### src/shared/cmwg_pkg.sv
package cmwg_pkg;

    typedef enum logic [0:0] {
        CMWG_AWAKE = 1'b0,
        CMWG_SLEEP = 1'b1
    } cmwg_mode_t;

    localparam int CMWG_CLK_MHZ = 250;
    localparam int CMWG_WAKE_MIN_MS = 1;
    // Least time, so it rounds up; 1 ms at 250 MHz is an exact count.
    localparam int CMWG_WAKE_CYCLES = CMWG_WAKE_MIN_MS * CMWG_CLK_MHZ * 1000;
    localparam int CMWG_WAKE_CNT_W = 18;

    localparam int CMWG_BAL_W = 8;
    localparam logic [7:0] CMWG_BAL_RELEASE = 8'h00;
    localparam logic [7:0] CMWG_BAL_RESET = 8'h00;
    localparam cmwg_mode_t CMWG_MODE_RESET = CMWG_AWAKE;
    localparam logic CMWG_BIT_RESET = 1'b0;

endpackage

### src/hdl/cmwg_ctrl.sv
`timescale 1ns/1ps
module cmwg_ctrl #(
    parameter int unsigned WAKE_CYCLES = cmwg_pkg::CMWG_WAKE_CYCLES
) (
    input wire logic core_clk,
    input wire logic resetn,
    input wire logic clk_en,
    input wire logic hv_wake_pin_a,
    input wire logic hv_wake_pin_b,
    input wire logic sleep_cmd,
    input wire logic discharge_ctrl_a,
    input wire logic discharge_ctrl_b,
    input wire logic charge_ctrl,
    input wire logic overtemp_enable,
    input wire logic overtemp_mask,
    input wire logic overtemp_lockout_enable,
    input wire logic junction_over_threshold,
    input wire logic junction_below_release,
    input wire logic balance_wr,
    input wire logic [7:0] balance_wr_data,
    input wire logic flag_reg_read,
    output logic wake_status_a,
    output logic wake_status_b,
    output logic sleep_state,
    output logic regulator_output,
    output logic discharge_gate_a,
    output logic discharge_gate_b,
    output logic charge_gate,
    output logic [7:0] balance_switch_ctrl,
    output logic balance_locked,
    output logic overtemp_status,
    output logic overtemp_flag
);

    typedef struct packed {
        cmwg_pkg::cmwg_mode_t mode;
        logic wk_a;
        logic wk_b;
        logic reg_on;
        logic dg_a;
        logic dg_b;
        logic cg;
        logic [cmwg_pkg::CMWG_BAL_W-1:0] bal;
        logic lock;
        logic ot_st;
        logic ot_flg;
    } cmwg_state_t;

    logic rst_meta;
    logic rst_n;
    logic qual_a;
    logic qual_b;
    logic bal_active;
    logic lock_trip;
    logic awake_next;
    cmwg_state_t st;
    cmwg_state_t next_st;

    // Asynchronous assert, synchronous release of the reset.
    always_ff @(posedge core_clk or negedge resetn) begin
        if (!resetn) begin
            rst_meta <= 1'b0;
            rst_n <= 1'b0;
        end else begin
            rst_meta <= 1'b1;
            rst_n <= rst_meta;
        end
    end

    cmwg_wake_qual #(.CYCLES(WAKE_CYCLES)) u_qual_a (
        .core_clk(core_clk),
        .rst_n(rst_n),
        .clk_en(clk_en),
        .pin_above(hv_wake_pin_a),
        .wake_event(qual_a)
    );

    cmwg_wake_qual #(.CYCLES(WAKE_CYCLES)) u_qual_b (
        .core_clk(core_clk),
        .rst_n(rst_n),
        .clk_en(clk_en),
        .pin_above(hv_wake_pin_b),
        .wake_event(qual_b)
    );

    always_comb begin
        next_st = st;
        bal_active = overtemp_enable && (st.bal != cmwg_pkg::CMWG_BAL_RESET);
        lock_trip = bal_active && overtemp_lockout_enable && junction_over_threshold;

        // Wake status mirrors the comparator level in every mode.
        next_st.wk_a = hv_wake_pin_a;
        next_st.wk_b = hv_wake_pin_b;

        unique case (st.mode)
            cmwg_pkg::CMWG_AWAKE: begin
                if (sleep_cmd && !st.wk_a && !st.wk_b) begin
                    next_st.mode = cmwg_pkg::CMWG_SLEEP;
                end
            end
            cmwg_pkg::CMWG_SLEEP: begin
                if (qual_a || qual_b) begin
                    next_st.mode = cmwg_pkg::CMWG_AWAKE;
                end
            end
        endcase
        awake_next = (next_st.mode == cmwg_pkg::CMWG_AWAKE);
        next_st.reg_on = awake_next;

        next_st.dg_a = discharge_ctrl_a && awake_next;
        next_st.dg_b = discharge_ctrl_b && awake_next;
        next_st.cg = charge_ctrl;

        if (balance_wr) begin
            if (balance_wr_data == cmwg_pkg::CMWG_BAL_RELEASE) begin
                next_st.bal = cmwg_pkg::CMWG_BAL_RESET;
                next_st.lock = 1'b0;
            end else if (!st.lock) begin
                next_st.bal = balance_wr_data;
            end
        end
        // Entering or staying in sleep turns every balance switch off.
        if (!awake_next) begin
            next_st.bal = cmwg_pkg::CMWG_BAL_RESET;
        end

        if (!bal_active) begin
            next_st.ot_st = 1'b0;
        end else if (junction_over_threshold) begin
            next_st.ot_st = 1'b1;
        end else if (junction_below_release) begin
            next_st.ot_st = 1'b0;
        end

        // A trip in the same cycle as a release write wins, so it is not lost.
        if (lock_trip) begin
            next_st.bal = cmwg_pkg::CMWG_BAL_RESET;
            next_st.lock = 1'b1;
        end

        if (flag_reg_read) begin
            next_st.ot_flg = 1'b0;
        end
        if (next_st.ot_st && !st.ot_st && !overtemp_mask) begin
            next_st.ot_flg = 1'b1;
        end
    end

    always_ff @(posedge core_clk or negedge rst_n) begin
        if (!rst_n) begin
            st.mode <= cmwg_pkg::CMWG_MODE_RESET;
            st.wk_a <= cmwg_pkg::CMWG_BIT_RESET;
            st.wk_b <= cmwg_pkg::CMWG_BIT_RESET;
            st.reg_on <= 1'b1;
            st.dg_a <= cmwg_pkg::CMWG_BIT_RESET;
            st.dg_b <= cmwg_pkg::CMWG_BIT_RESET;
            st.cg <= cmwg_pkg::CMWG_BIT_RESET;
            st.bal <= cmwg_pkg::CMWG_BAL_RESET;
            st.lock <= cmwg_pkg::CMWG_BIT_RESET;
            st.ot_st <= cmwg_pkg::CMWG_BIT_RESET;
            st.ot_flg <= cmwg_pkg::CMWG_BIT_RESET;
        end else if (clk_en) begin
            st <= next_st;
        end
    end

    assign wake_status_a = st.wk_a;
    assign wake_status_b = st.wk_b;
    assign sleep_state = (st.mode == cmwg_pkg::CMWG_SLEEP);
    assign regulator_output = st.reg_on;
    assign discharge_gate_a = st.dg_a;
    assign discharge_gate_b = st.dg_b;
    assign charge_gate = st.cg;
    assign balance_switch_ctrl = st.bal;
    assign balance_locked = st.lock;
    assign overtemp_status = st.ot_st;
    assign overtemp_flag = st.ot_flg;
endmodule // cmwg_ctrl

### src/hdl/cmwg_wake_qual.sv
`timescale 1ns/1ps
module cmwg_wake_qual #(
    parameter int unsigned CYCLES = cmwg_pkg::CMWG_WAKE_CYCLES
) (
    input wire logic core_clk,
    input wire logic rst_n,
    input wire logic clk_en,
    input wire logic pin_above,
    output logic wake_event
);

    typedef struct packed {
        logic [cmwg_pkg::CMWG_WAKE_CNT_W-1:0] cnt;
        logic evt;
    } cmwg_qual_t;

    localparam logic [cmwg_pkg::CMWG_WAKE_CNT_W-1:0] LAST =
        cmwg_pkg::CMWG_WAKE_CNT_W'(CYCLES - 1);

    cmwg_qual_t st;
    cmwg_qual_t next_st;

    always_comb begin
        next_st = st;
        next_st.evt = 1'b0;
        if (!pin_above) begin
            next_st.cnt = '0;
        end else if (st.cnt < LAST) begin
            next_st.cnt = st.cnt + 1'b1;
        end else if (st.cnt == LAST) begin
            // The count parks one past the last so the event fires once per pulse.
            next_st.cnt = st.cnt + 1'b1;
            next_st.evt = 1'b1;
        end
    end

    always_ff @(posedge core_clk or negedge rst_n) begin
        if (!rst_n) begin
            st <= '0;
        end else if (clk_en) begin
            st <= next_st;
        end
    end

    assign wake_event = st.evt;
endmodule // cmwg_wake_qual

### config.mk
export PLATFORM = sky130hd
export DESIGN_NAME = cmwg_ctrl
export DESIGN_NICKNAME = d
export VERILOG_FILES = /design/src/shared/cmwg_pkg.sv /design/src/hdl/cmwg_ctrl.sv /design/src/hdl/cmwg_wake_qual.sv
export SDC_FILE = /design/constraint.sdc
export NUM_CORES = 1
export LEC_CHECK = 0
export BUFFER_PORTS_ARGS = -buffer_cell sky130_fd_sc_hd__buf_2
export CAP_MARGIN = 5
export CORE_MARGIN = 5
export CORE_UTILIZATION = 50
export DETAILED_ROUTE_END_ITERATION = 7
export GPL_TIMING_DRIVEN = 1
export PLACE_DENSITY = 0.8
export REMOVE_ABC_BUFFERS = 1
export SYNTH_ARGS = -nofsm -noshare
export SYNTH_HDL_FRONTEND = slang
export SYNTH_SLANG_ARGS = --single-unit
### constraint.sdc
create_clock -name core_clk -period 1.8 [get_ports core_clk]
set_input_delay 0.36 -clock core_clk [delete_from_list [all_inputs] [get_ports core_clk]]
set_output_delay 0.36 -clock core_clk [all_outputs]
set_load 0.01 [all_outputs]
Yosys cells after proc, flatten, opt, wreduce, memory -nomap -nowiden
Index checks and enable logic that the tools add are counted.
Cells by class
  $add $sub $neg: 2
  $lt $le $gt $ge: 2
  equality and inequality tests: 5
  mux-type cells: 24
  bitwise operators: 2
  reductions and logical operators: 25
Operators by type and width (count)
  $mux 18: 4
  $mux 19: 2
  $add 18x1->18 const B: 2
  $eq 18x18->1 const B: 2
  $lt 18x18->1 const B: 2
  $mux 8: 3
  $mux 9: 2
  $mux 1: 12
  $logic_and 1x1->1: 9
  $logic_not 8->1: 1
  $reduce_bool 8->1: 1
  $ne 3x1->1 const B: 2
  $reduce_and 2->1: 3
  $reduce_and 3->1: 2
  $reduce_bool 2->1: 3
  $logic_not 1->1: 4
  $ne 4x2->1 const B: 1
  $reduce_bool 3->1: 1
  $not 1->1: 2
  $pmux 1 s2: 1
  $logic_or 1x1->1: 1
Word-level totals
  register bits after elaboration: 58
  bits of input ports: 24
  output and inout port bits: 18
  logic and storage cells: 77

Logic depth before layout (Yosys ltp)
Gate-level depths: netlist of the first run.
  word-level depth: 7
  depth in mapped cells: 8
  gate-level depth less buffers: 6

Cells and area by module
A second synthesis of the first run with hierarchy kept.
Second synthesis, totals
  cells, all modules: 349
  area, all modules: 3213.1 µm²
Modules (own cells, without submodules)
  cmwg_wake_qual at u_qual_b: instances 1, cells an instance 136, area each 1196.1 µm², seq. area each 475.5 µm²
  cmwg_wake_qual at u_qual_a: instances 1, cells an instance 132, area each 1136.1 µm², seq. area each 475.5 µm²
  cmwg_ctrl: instances 1, cells an instance 81, area each 880.8 µm², seq. area each 501.7 µm²

Worst setup path before layout of the first run
No wires, ideal clock.
  path kind: reg2reg
  from: register u_qual_a.st[7] (netlist name)
  to: register u_qual_a.st[18] (netlist name)
  library setup time: 128 ps
  arrival time: 1928 ps
  data required time: 1672 ps
  slack: -256 ps
  cell stages (with the launch flop): 7
  path buffers: 1
  period minus slack after synthesis: 2056 ps
  path through: dfrtp_1 or3_4 a2111o_4 a31o_2 buf_2 a31oi_1 o22ai_1
On the way
  cells in the longest elaborated chain, start to end: 4
  elaborated cells on any way between the ends: 8
  those cells by class: add/sub: 1; order compare: 1; eq/ne: 2; mux: 3; reduce/logical: 1
RTL lines
  start: declaration: RTL line cmwg_wake_qual.sv:20  | cmwg_qual_t st;
  start signal: assignment: RTL line cmwg_wake_qual.sv:41  | st <= next_st;
  $add 18x1->18: RTL line cmwg_wake_qual.sv:29, cmwg_wake_qual.sv:32
  $mux 19: RTL line cmwg_wake_qual.sv:30  | end else if (st.cnt == LAST) begin
  $mux 18: RTL line cmwg_wake_qual.sv:28  | end else if (st.cnt < LAST) begin
  $mux 18: RTL line cmwg_wake_qual.sv:26  | if (!pin_above) begin
Parallel ways exist; a longest one is shown, timed or not. The select of a mux whose other input is x is not followed.
A chain may end at the register's enable or synchronous reset.

Worst setup path in the final report of the first run
  from: register u_qual_a.st[6] (netlist name)
  to: register u_qual_a.st[5] (netlist name)
On the way
  cells in the longest elaborated chain, start to end: 3
  elaborated cells on any way between the ends: 6
  those cells by class: order compare: 1; eq/ne: 2; mux: 2; reduce/logical: 1
RTL lines (RTL line)
  $lt 18x18->1 or $eq 18x18->1 (tied branches): cmwg_wake_qual.sv:28, cmwg_wake_qual.sv:30
  $ne 3x1->1 (no line) or $mux 18 (tied branches)
  $reduce_and 2->1 (no line) or $mux 18 (tied branches)
Parallel ways exist; a longest one is shown, timed or not.

==> results.txt, run 1 <==
Yosys mapped a number of flops with a built-in enable equal to 0. In this run the worst hold path is classified as register to async pin. The endpoint identified for the worst register-to-register timing path is u_qual_a.st[5]$_DFFE_PN0P_. The wire length per cell came out at 17.3 um. The detailed-route wire length is 8.64 mm.

The net count of the finished layout is 446. The buffer cell driving the clock tree root is clkbuf_8. TritonCTS built the clock tree. The initial antenna violation count came to 0. Clock-pin slew was measured on the worst setup and hold paths at 0.07 ns.

The number of buffers added on ports is a little over 40. The share of synthesized area occupied by flip-flops and latches is 47.5%. Setup repair after global routing could not meet its margin everywhere.

The required time of the critical path is 2.05 ns. The leakage power summed over all cells came out at roughly 1.9 nW. The fraction of final layout cells sized beyond drive strength 1 is 37.4%. The mean number of vias per cell came out at between 6 and 7.

Global routing finished with a remaining overflow of 0. The placeable core region came out at 0.00592 mm^2. The final max-slew violation count is 0.

At the placement stage, the worst setup path has a slack of -0.276 ns. The post-synthesis cell type with the largest combined area is dfrtp_1. The total setup violations reported at the end of the flow came out at 20. The setup slack of the worst register-to-register path came out at -0.24 ns.

The most used flip-flop cell after synthesis is dfrtp_1. The I/O pin total came out at 42. The largest voltage drop on the vdd net came out at slightly above 0.0006 V. The number of cells on the worst reg-to-reg path is 6. The detailed placer's ending HPWL came out at 5.53 mm.

The launching element type of the critical path is a register. The weighted congestion at the end of routability-driven global placement came out at between 0.8 and 0.9. The floorplan step set the die width to approximately 88 um. STA classifies the critical path endpoint as a register. The number of diodes is 0. The library cell with the highest instance count after synthesis is dfrtp_1. The area of the die is 0.00778 mm^2. The sink count of the clock tree is between 50 and 60.

For this run, asynchronously set or reset flops after synthesis account for between 90% and 100%. The maximum count of clock buffers along a single path is 2. On the final layout, the worst clock skew is ~0.011 ns. The average footprint of a synthesized cell is around 9.4 um^2.

The effective utilization at floorplan is 51.6%. The critical-path maximum fanout is 5. The total number of vias came out at approximately 3100. The tool flagged a number of max-cap violations equal to 0.

The cell count after synthesis came out at 324. The transition time of the tightest slew-check pin is 0.657 ns. In the global route stage, overall resource usage came out at 23.2%. Summing all non-filler instances in the final layout gives an area of about 0.0042 mm^2. The final routed DRC violation total is 0.

Summed over all failing endpoints, the final setup total negative slack is -3.00 ns. The number of global-route vias before repair is a little over 3000. The highest clock rate is around 500 MHz. The number of search-and-repair iterations in the first detailed-routing pass came out at 5. The final total power is 3.64 mW. The final clock period utilization by the worst path is 113%. The warning count from the yosys run came out at 0.

The mapped cell area is 0.00306 mm^2. The worst slew slack as a fraction of its limit is between 50% and 60%. After synthesis, the most frequently instantiated cells are dfrtp_1 (57), nand2_1 (33), nand3_1 (29), o21ai_0 (17), inv_1 (15).

Summed over its instances, the top area cell type makes up 46.6% of the synthesized netlist area. The CTS buffer count is 9. The power per cell area came out at 865 mW/mm^2.

The number of rows in the core area came out at 28. By startpoint and endpoint, the worst setup path is classified as register to register. Entering global routing, the biggest net connects 46 pins.

The number of DRC markers in iteration 0 came out at 207. The post-route minimum period is 2.04 ns. The synthesized flop and latch total came out at just under 60. The instance area at placement came out at 0.00368 mm^2.

The number of different library cells in the post-synthesis netlist is 59. Measured along the y axis, the die boundary spans 88.2 um. The flow ran to the end, but the final reports show violations. The final reports fail on negative setup slack. The H-tree was split into 3 levels. Once detail routing completed, the nets flagged for antenna violations numbered 0.

The hold violation count in the final report came out at 0. The startpoint identified for the worst register-to-register timing path is u_qual_a.st[6]$_DFFE_PN0P_. The clock reaches the later pin of the worst-skew pair after about 0.34 ns. Once layout is complete, the utilization of the core stands at a little under three quarters. The data arrival time of the worst path is 2.30 ns. The slack of the critical path came out at -0.242 ns. By area the synthesized netlist is led by dfrtp_1 (47%), nand3_1 (4.7%), nand2_1 (4.1%). The first global-routing pass estimated between 10 and 15 mm of wire. The area growth from synthesis to final layout came out at 37.4%.
==> per-stage QoR <==
stage               hold WS, ns  std cells
floorplan                0.0644        307
global placement          0.146        474
detailed placement        0.150        474
CTS                       0.158        497
global route              0.171        500
finish                    0.143        500
==> routing by layer <==
layer	up-vias	wire, um	global-route usage (%)
met5	-	0	0
met4	0	201	10.6
met3	29	689	3.86
met2	159	4160	38.3
met1	1500	3590	29.8
li1	1435	-	-
==> worst max-delay path, cell delays in order (launching register included) <==
cell      delay (ns)
dfrtp_1         0.38
or3_4           0.41
a2111o_4        0.53
a21oi_4         0.20
buf_6           0.15
a41oi_2         0.10
a31oi_1         0.18
==> logic make-up after synthesis <==
| kind of cell | after synthesis | share of synthesized area, % |
|---|---|---|
| AO/OA/AOI/OAI | 95 | 22.2 |
| XOR/XNOR | 1 | 0.286 |
| adder cells (fa/ha/maj) | 2 | 0.818 |
| buffers and inverters | 33 | 4.34 |
| flip-flops | 58 | 47.5 |
| multiplexers | 8 | 2.70 |
| other | 1 | 0.123 |
| AND/OR/NAND/NOR | 126 | 22.0 |
==> final cells by class <==
| type | count | area [um^2] |
|---|---|---|
| fillers | 419 | 1720 |
| multi-input cells | 235 | 1700 |
| flip-flops and latches | 58 | 1450 |
| repair buffers | 100 | 679 |
| clock buffers | 9 | 124 |
| clock inverters | 7 | 93.8 |
| well taps | 75 | 93.8 |
| inverters | 16 | 60.1 |
==> layout by cell type (no fill, tap or decap), types with 8 or more instances in the layout <==
cell type / count
nand2_1: 32
dfrtp_1: 56
nor2_1: 10
nand4_1: 10
buf_2: 42
a31oi_1: 13
o21ai_0: 10
o211ai_1: 9
nand3_1: 28
nor4_1: 8
clkbuf_8: 9
inv_1: 15
buf_4: 51
a22o_1: 11
==> how the worst max path moves through the flow <==
stage | start | endpoint | slack [ns] | depth (start not counted)
6_report | u_qual_a.st[6]$_DFFE_PN0P_ | u_qual_a.st[5]$_DFFE_PN0P_ | -0.24 | 6
5_1_grt | u_qual_a.st[6]$_DFFE_PN0P_ | u_qual_a.st[13]$_DFFE_PN0P_ | -0.30 | 5
4_1_cts | u_qual_a.st[6]$_DFFE_PN0P_ | u_qual_a.st[13]$_DFFE_PN0P_ | -0.25 | 5
3_5_place_dp | u_qual_a.st[14]$_DFFE_PN0P_ | u_qual_a.st[13]$_DFFE_PN0P_ | -0.28 | 5
3_3_place_gp | u_qual_a.st[7]$_DFFE_PN0P_ | u_qual_a.st[13]$_DFFE_PN0P_ | -0.24 | 5
2_1_floorplan | u_qual_a.st[7]$_DFFE_PN0P_ | u_qual_a.st[5]$_DFFE_PN0P_ | -0.28 | 5
==> timing repair <==
action                                  in CTS  in global routing
cloned                                       3                  1
setup buffers                                3                  2
endpoints found under the hold margin        2                  0
hold buffers                                 1                  0
endpoints found under the setup margin      31                 39
pin swaps                                    7                 11
resized for setup                           16                 34
==> power by group <==
part | switching, mW | leakage [nW] | internal, mW
Combinational | 0.393 | 1.02 | 0.358
Clock | 0.543 | 0.105 | 0.775
Sequential | 0.127 | 0.775 | 1.44
Total | 1.06 | 1.91 | 2.57
Power figures use the tool's default switching activity.
==> run 2, diff against run 1 <==
--- a/config.mk
+++ b/config.mk
@@ -9,6 +9,7 @@
 export CAP_MARGIN = 5
 export CORE_MARGIN = 5
 export CORE_UTILIZATION = 50
+export CTS_CLUSTER_SIZE = 12
 export DETAILED_ROUTE_END_ITERATION = 7
 export GPL_TIMING_DRIVEN = 1
 export PLACE_DENSITY = 0.8
@@ -16,3 +17,4 @@
 export SYNTH_ARGS = -nofsm -noshare
 export SYNTH_HDL_FRONTEND = slang
 export SYNTH_SLANG_ARGS = --single-unit
+export TNS_END_PERCENT = 10
==> run 2 against run 1 <==
  * The flow still finishes with violations (negative setup slack)
  * Global-route usage down 0.43 points
  * Clock skew grew 0.0019 ns
  * Sequential share of layout area is 0.69 points higher
  * Non-clock buffer count down 5
  * Hold slack got worse by 0.0034 ns
  * Design area decreased by 2.0%
  * Die area did not move
==> results.txt, run 2 (same netlist as run 1, synthesis figures left out) <==
The critical-path maximum fanout came out at 9 (+4). The number of global-route vias before repair is 3013 (-1.7%). The total number of vias is 3050 (-2.3%). The summed negative setup slack over all endpoints is -3.32 ns (-0.315 ns). The chip width is 88.2 um (unchanged).

The initial antenna violation count is 0 (unchanged). The wire length per cell is 16.9 um (-2.0%). The die span in y came out at 88.2 um (unchanged).

The hold violation count in the final report is 0 (unchanged). The number of rows in the core area is 28 (unchanged). The mean number of vias per cell came out at 6.16 (-1.4%). The wire length of the first global-routing pass came out at 14.0 mm (-1.8%). The slack of the critical path was -0.302 ns (-0.0595 ns). The worst-skew pair later-pin latency came out at 0.34 ns (about the same). The final non-filler cell total was 495 (-1.0%).

The I/O pin total came to 42 (unchanged). The power per cell area came out at 874 mW/mm^2 (+0.96%). The number of search-and-repair iterations in the first detailed-routing pass came out at 5 (unchanged). The run finished, with violations left. The launching element type of the critical path is a register. STA classifies the critical path endpoint as a register. The pre-CTS setup slack is -0.276 ns (unchanged). The transition time of the tightest slew-check pin came out at 0.639 ns (-0.0177 ns). The worst slew slack as a fraction of its limit came out at 57.4% (+1.2 points). The buffer cell driving the clock tree root is clkbuf_8. The final routed DRC violation total is 0 (unchanged).

The commonest non-fill, non-tap cell in the layout is dfrtp_1. The number of diodes was 0 (unchanged). The area growth from synthesis to final layout came out at 34.7%. The clock transition at the register clock pins on the worst setup and hold paths after CTS is 0.07 ns (about the same). The number of buffers added on ports is 41 (unchanged). The effective utilization at floorplan came out at 51.6% (unchanged).

The CTS buffer count came out at 9 (unchanged). The total of max-cap violations is 0 (unchanged). The fraction of final layout cells sized beyond drive strength 1 was 35.7% (-1.7 points). The end-of-flow core utilization came to 69.6% (-1.4 points). The aggregate global routing overflow came to 0 (unchanged).

The maximum count of clock buffers along a single path was 2 (unchanged). The detailed-route wire length was 8.39 mm (-3.0%). The area taken by multi-input logic gates was 0.00166 mm^2 (-1.9%). The filler cell count in the final layout came out at 439 (+4.8%).

The leakage power summed over all cells came to 1.88 nW (-1.1%). The number of DRC markers in iteration 0 was 222 (+7.2%). The remaining number of nets flagged by the antenna check after routing is 0 (unchanged). The TritonCTS clock tree is done. The required time of the critical path is 2.04 ns (about the same).

Setup repair after global routing could not meet its margin everywhere. The combined global-route utilization of all metal layers came out at 22.8% (-0.43 points). The highest clock rate came to 476 MHz (-2.8%). In the layout the commonest cells are dfrtp_1 (56), buf_4 (51), buf_2 (41).

The weighted congestion at the end of routability-driven global placement is 0.900 (unchanged). The final total power came to 3.60 mW (-1.0%). The largest net degree at the start of global routing is 46 (unchanged). The kind of critical path is register to register. The placed instance count came out at 474 (unchanged).

The H-tree level count is 3 (unchanged). The sink count of the clock tree is 58 (unchanged). The area of the die came out at 0.00778 mm^2 (unchanged). The data arrival time of the worst path came out at 2.35 ns (+0.05 ns). The placeable core region is 0.00592 mm^2 (unchanged). The final clock period utilization by the worst path came out at 117% (+3.3 points). The footprint of the flip-flops and latches is 0.00145 mm^2 (unchanged).

The post-route minimum period is 2.10 ns (+0.0595 ns). The detailed placer's ending HPWL is 5.53 mm (unchanged). The layout net count came out at 441 (-1.1%). The kind of path behind the tightest hold check is register to async pin. The largest voltage drop on the vdd net came out at 0.000606 V (-0.11%). The total setup violations reported at the end of the flow was 22 (+10%). The final reports fail on negative setup slack.

The clock skew after layout was 0.0130 ns (+0.00195 ns). The final max-slew violation count came out at 0 (unchanged).
## run 2: worst paths after layout
check / startpoint / to / slack, ns / cells after the start
setup / recovery: u_qual_a.st[6]$_DFFE_PN0P_ / u_qual_a.st[5]$_DFFE_PN0P_ / -0.30 / 6
hold / removal: rst_n$_DFF_PN0_ / u_qual_a.st[15]$_DFFE_PN0P_ / 0.14 / 0
setup reg to reg: u_qual_a.st[6]$_DFFE_PN0P_ / u_qual_a.st[5]$_DFFE_PN0P_ / -0.30 / 6
hold reg to reg: rst_n$_DFF_PN0_ / u_qual_a.st[15]$_DFFE_PN0P_ / 0.14 / 0
max in group asynchronous: rst_n$_DFF_PN0_ / regulator_output$_DFFE_PN1P_ / 1.07 / 1
min in group core_clk: overtemp_mask / overtemp_flag$_DFFE_PN0P_ / 0.20 / 2
## run 2: power breakdown
group | total [mW] | switching (mW) | internal, mW
Clock | 1.32 | 0.543 | 0.776
Combinational | 0.717 | 0.372 | 0.345
Sequential | 1.56 | 0.123 | 1.44
Total | 3.60 | 1.04 | 2.56
## run 2: cell type report
class	count	area share (%)
clock buffer	9	3.01
clock inverter	7	2.28
inverter	16	1.46
timing repair buffer	95	15.3
tap	75	2.28
multi-input combinational	235	40.4
sequential	58	35.3
## run 2: what timing repair did
item / in CTS / in global routing
pin swaps: 6 / 3
resized for setup: 13 / 22
cloned: 2 / 0
setup buffers: 2 / 0
hold buffers: 1 / 0
setup endpoints to repair: 31 / 39
hold endpoints to repair: 2 / 0
## run 2: stage by stage
step	cell area, um^2	hold WS (ns)
4_1_cts	4020	0.158
5_1_grt	4120	0.171
6_report	4120	0.139
3_5_place_dp	3680	0.150
2_1_floorplan	2990	0.0644
3_3_place_gp	3680	0.146
## run 2: critical path: stages (launching register included)
cell and delay (ns):
dfrtp_1 0.39, or3_4 0.42, a2111o_4 0.53, a21oi_4 0.17, buf_6 0.16, a41oi_2 0.13, a31oi_1 0.21
## run 2: per-layer routing
layer / track usage [%] / share of wire [%] / vias up
li1: - / - / 1418
met1: 29.4 / 43 / 1485
met2: 37.8 / 49 / 120
met3: 3.76 / 6.2 / 27
met4: 9.75 / 2.1 / 0
met5: 0 / 0 / -
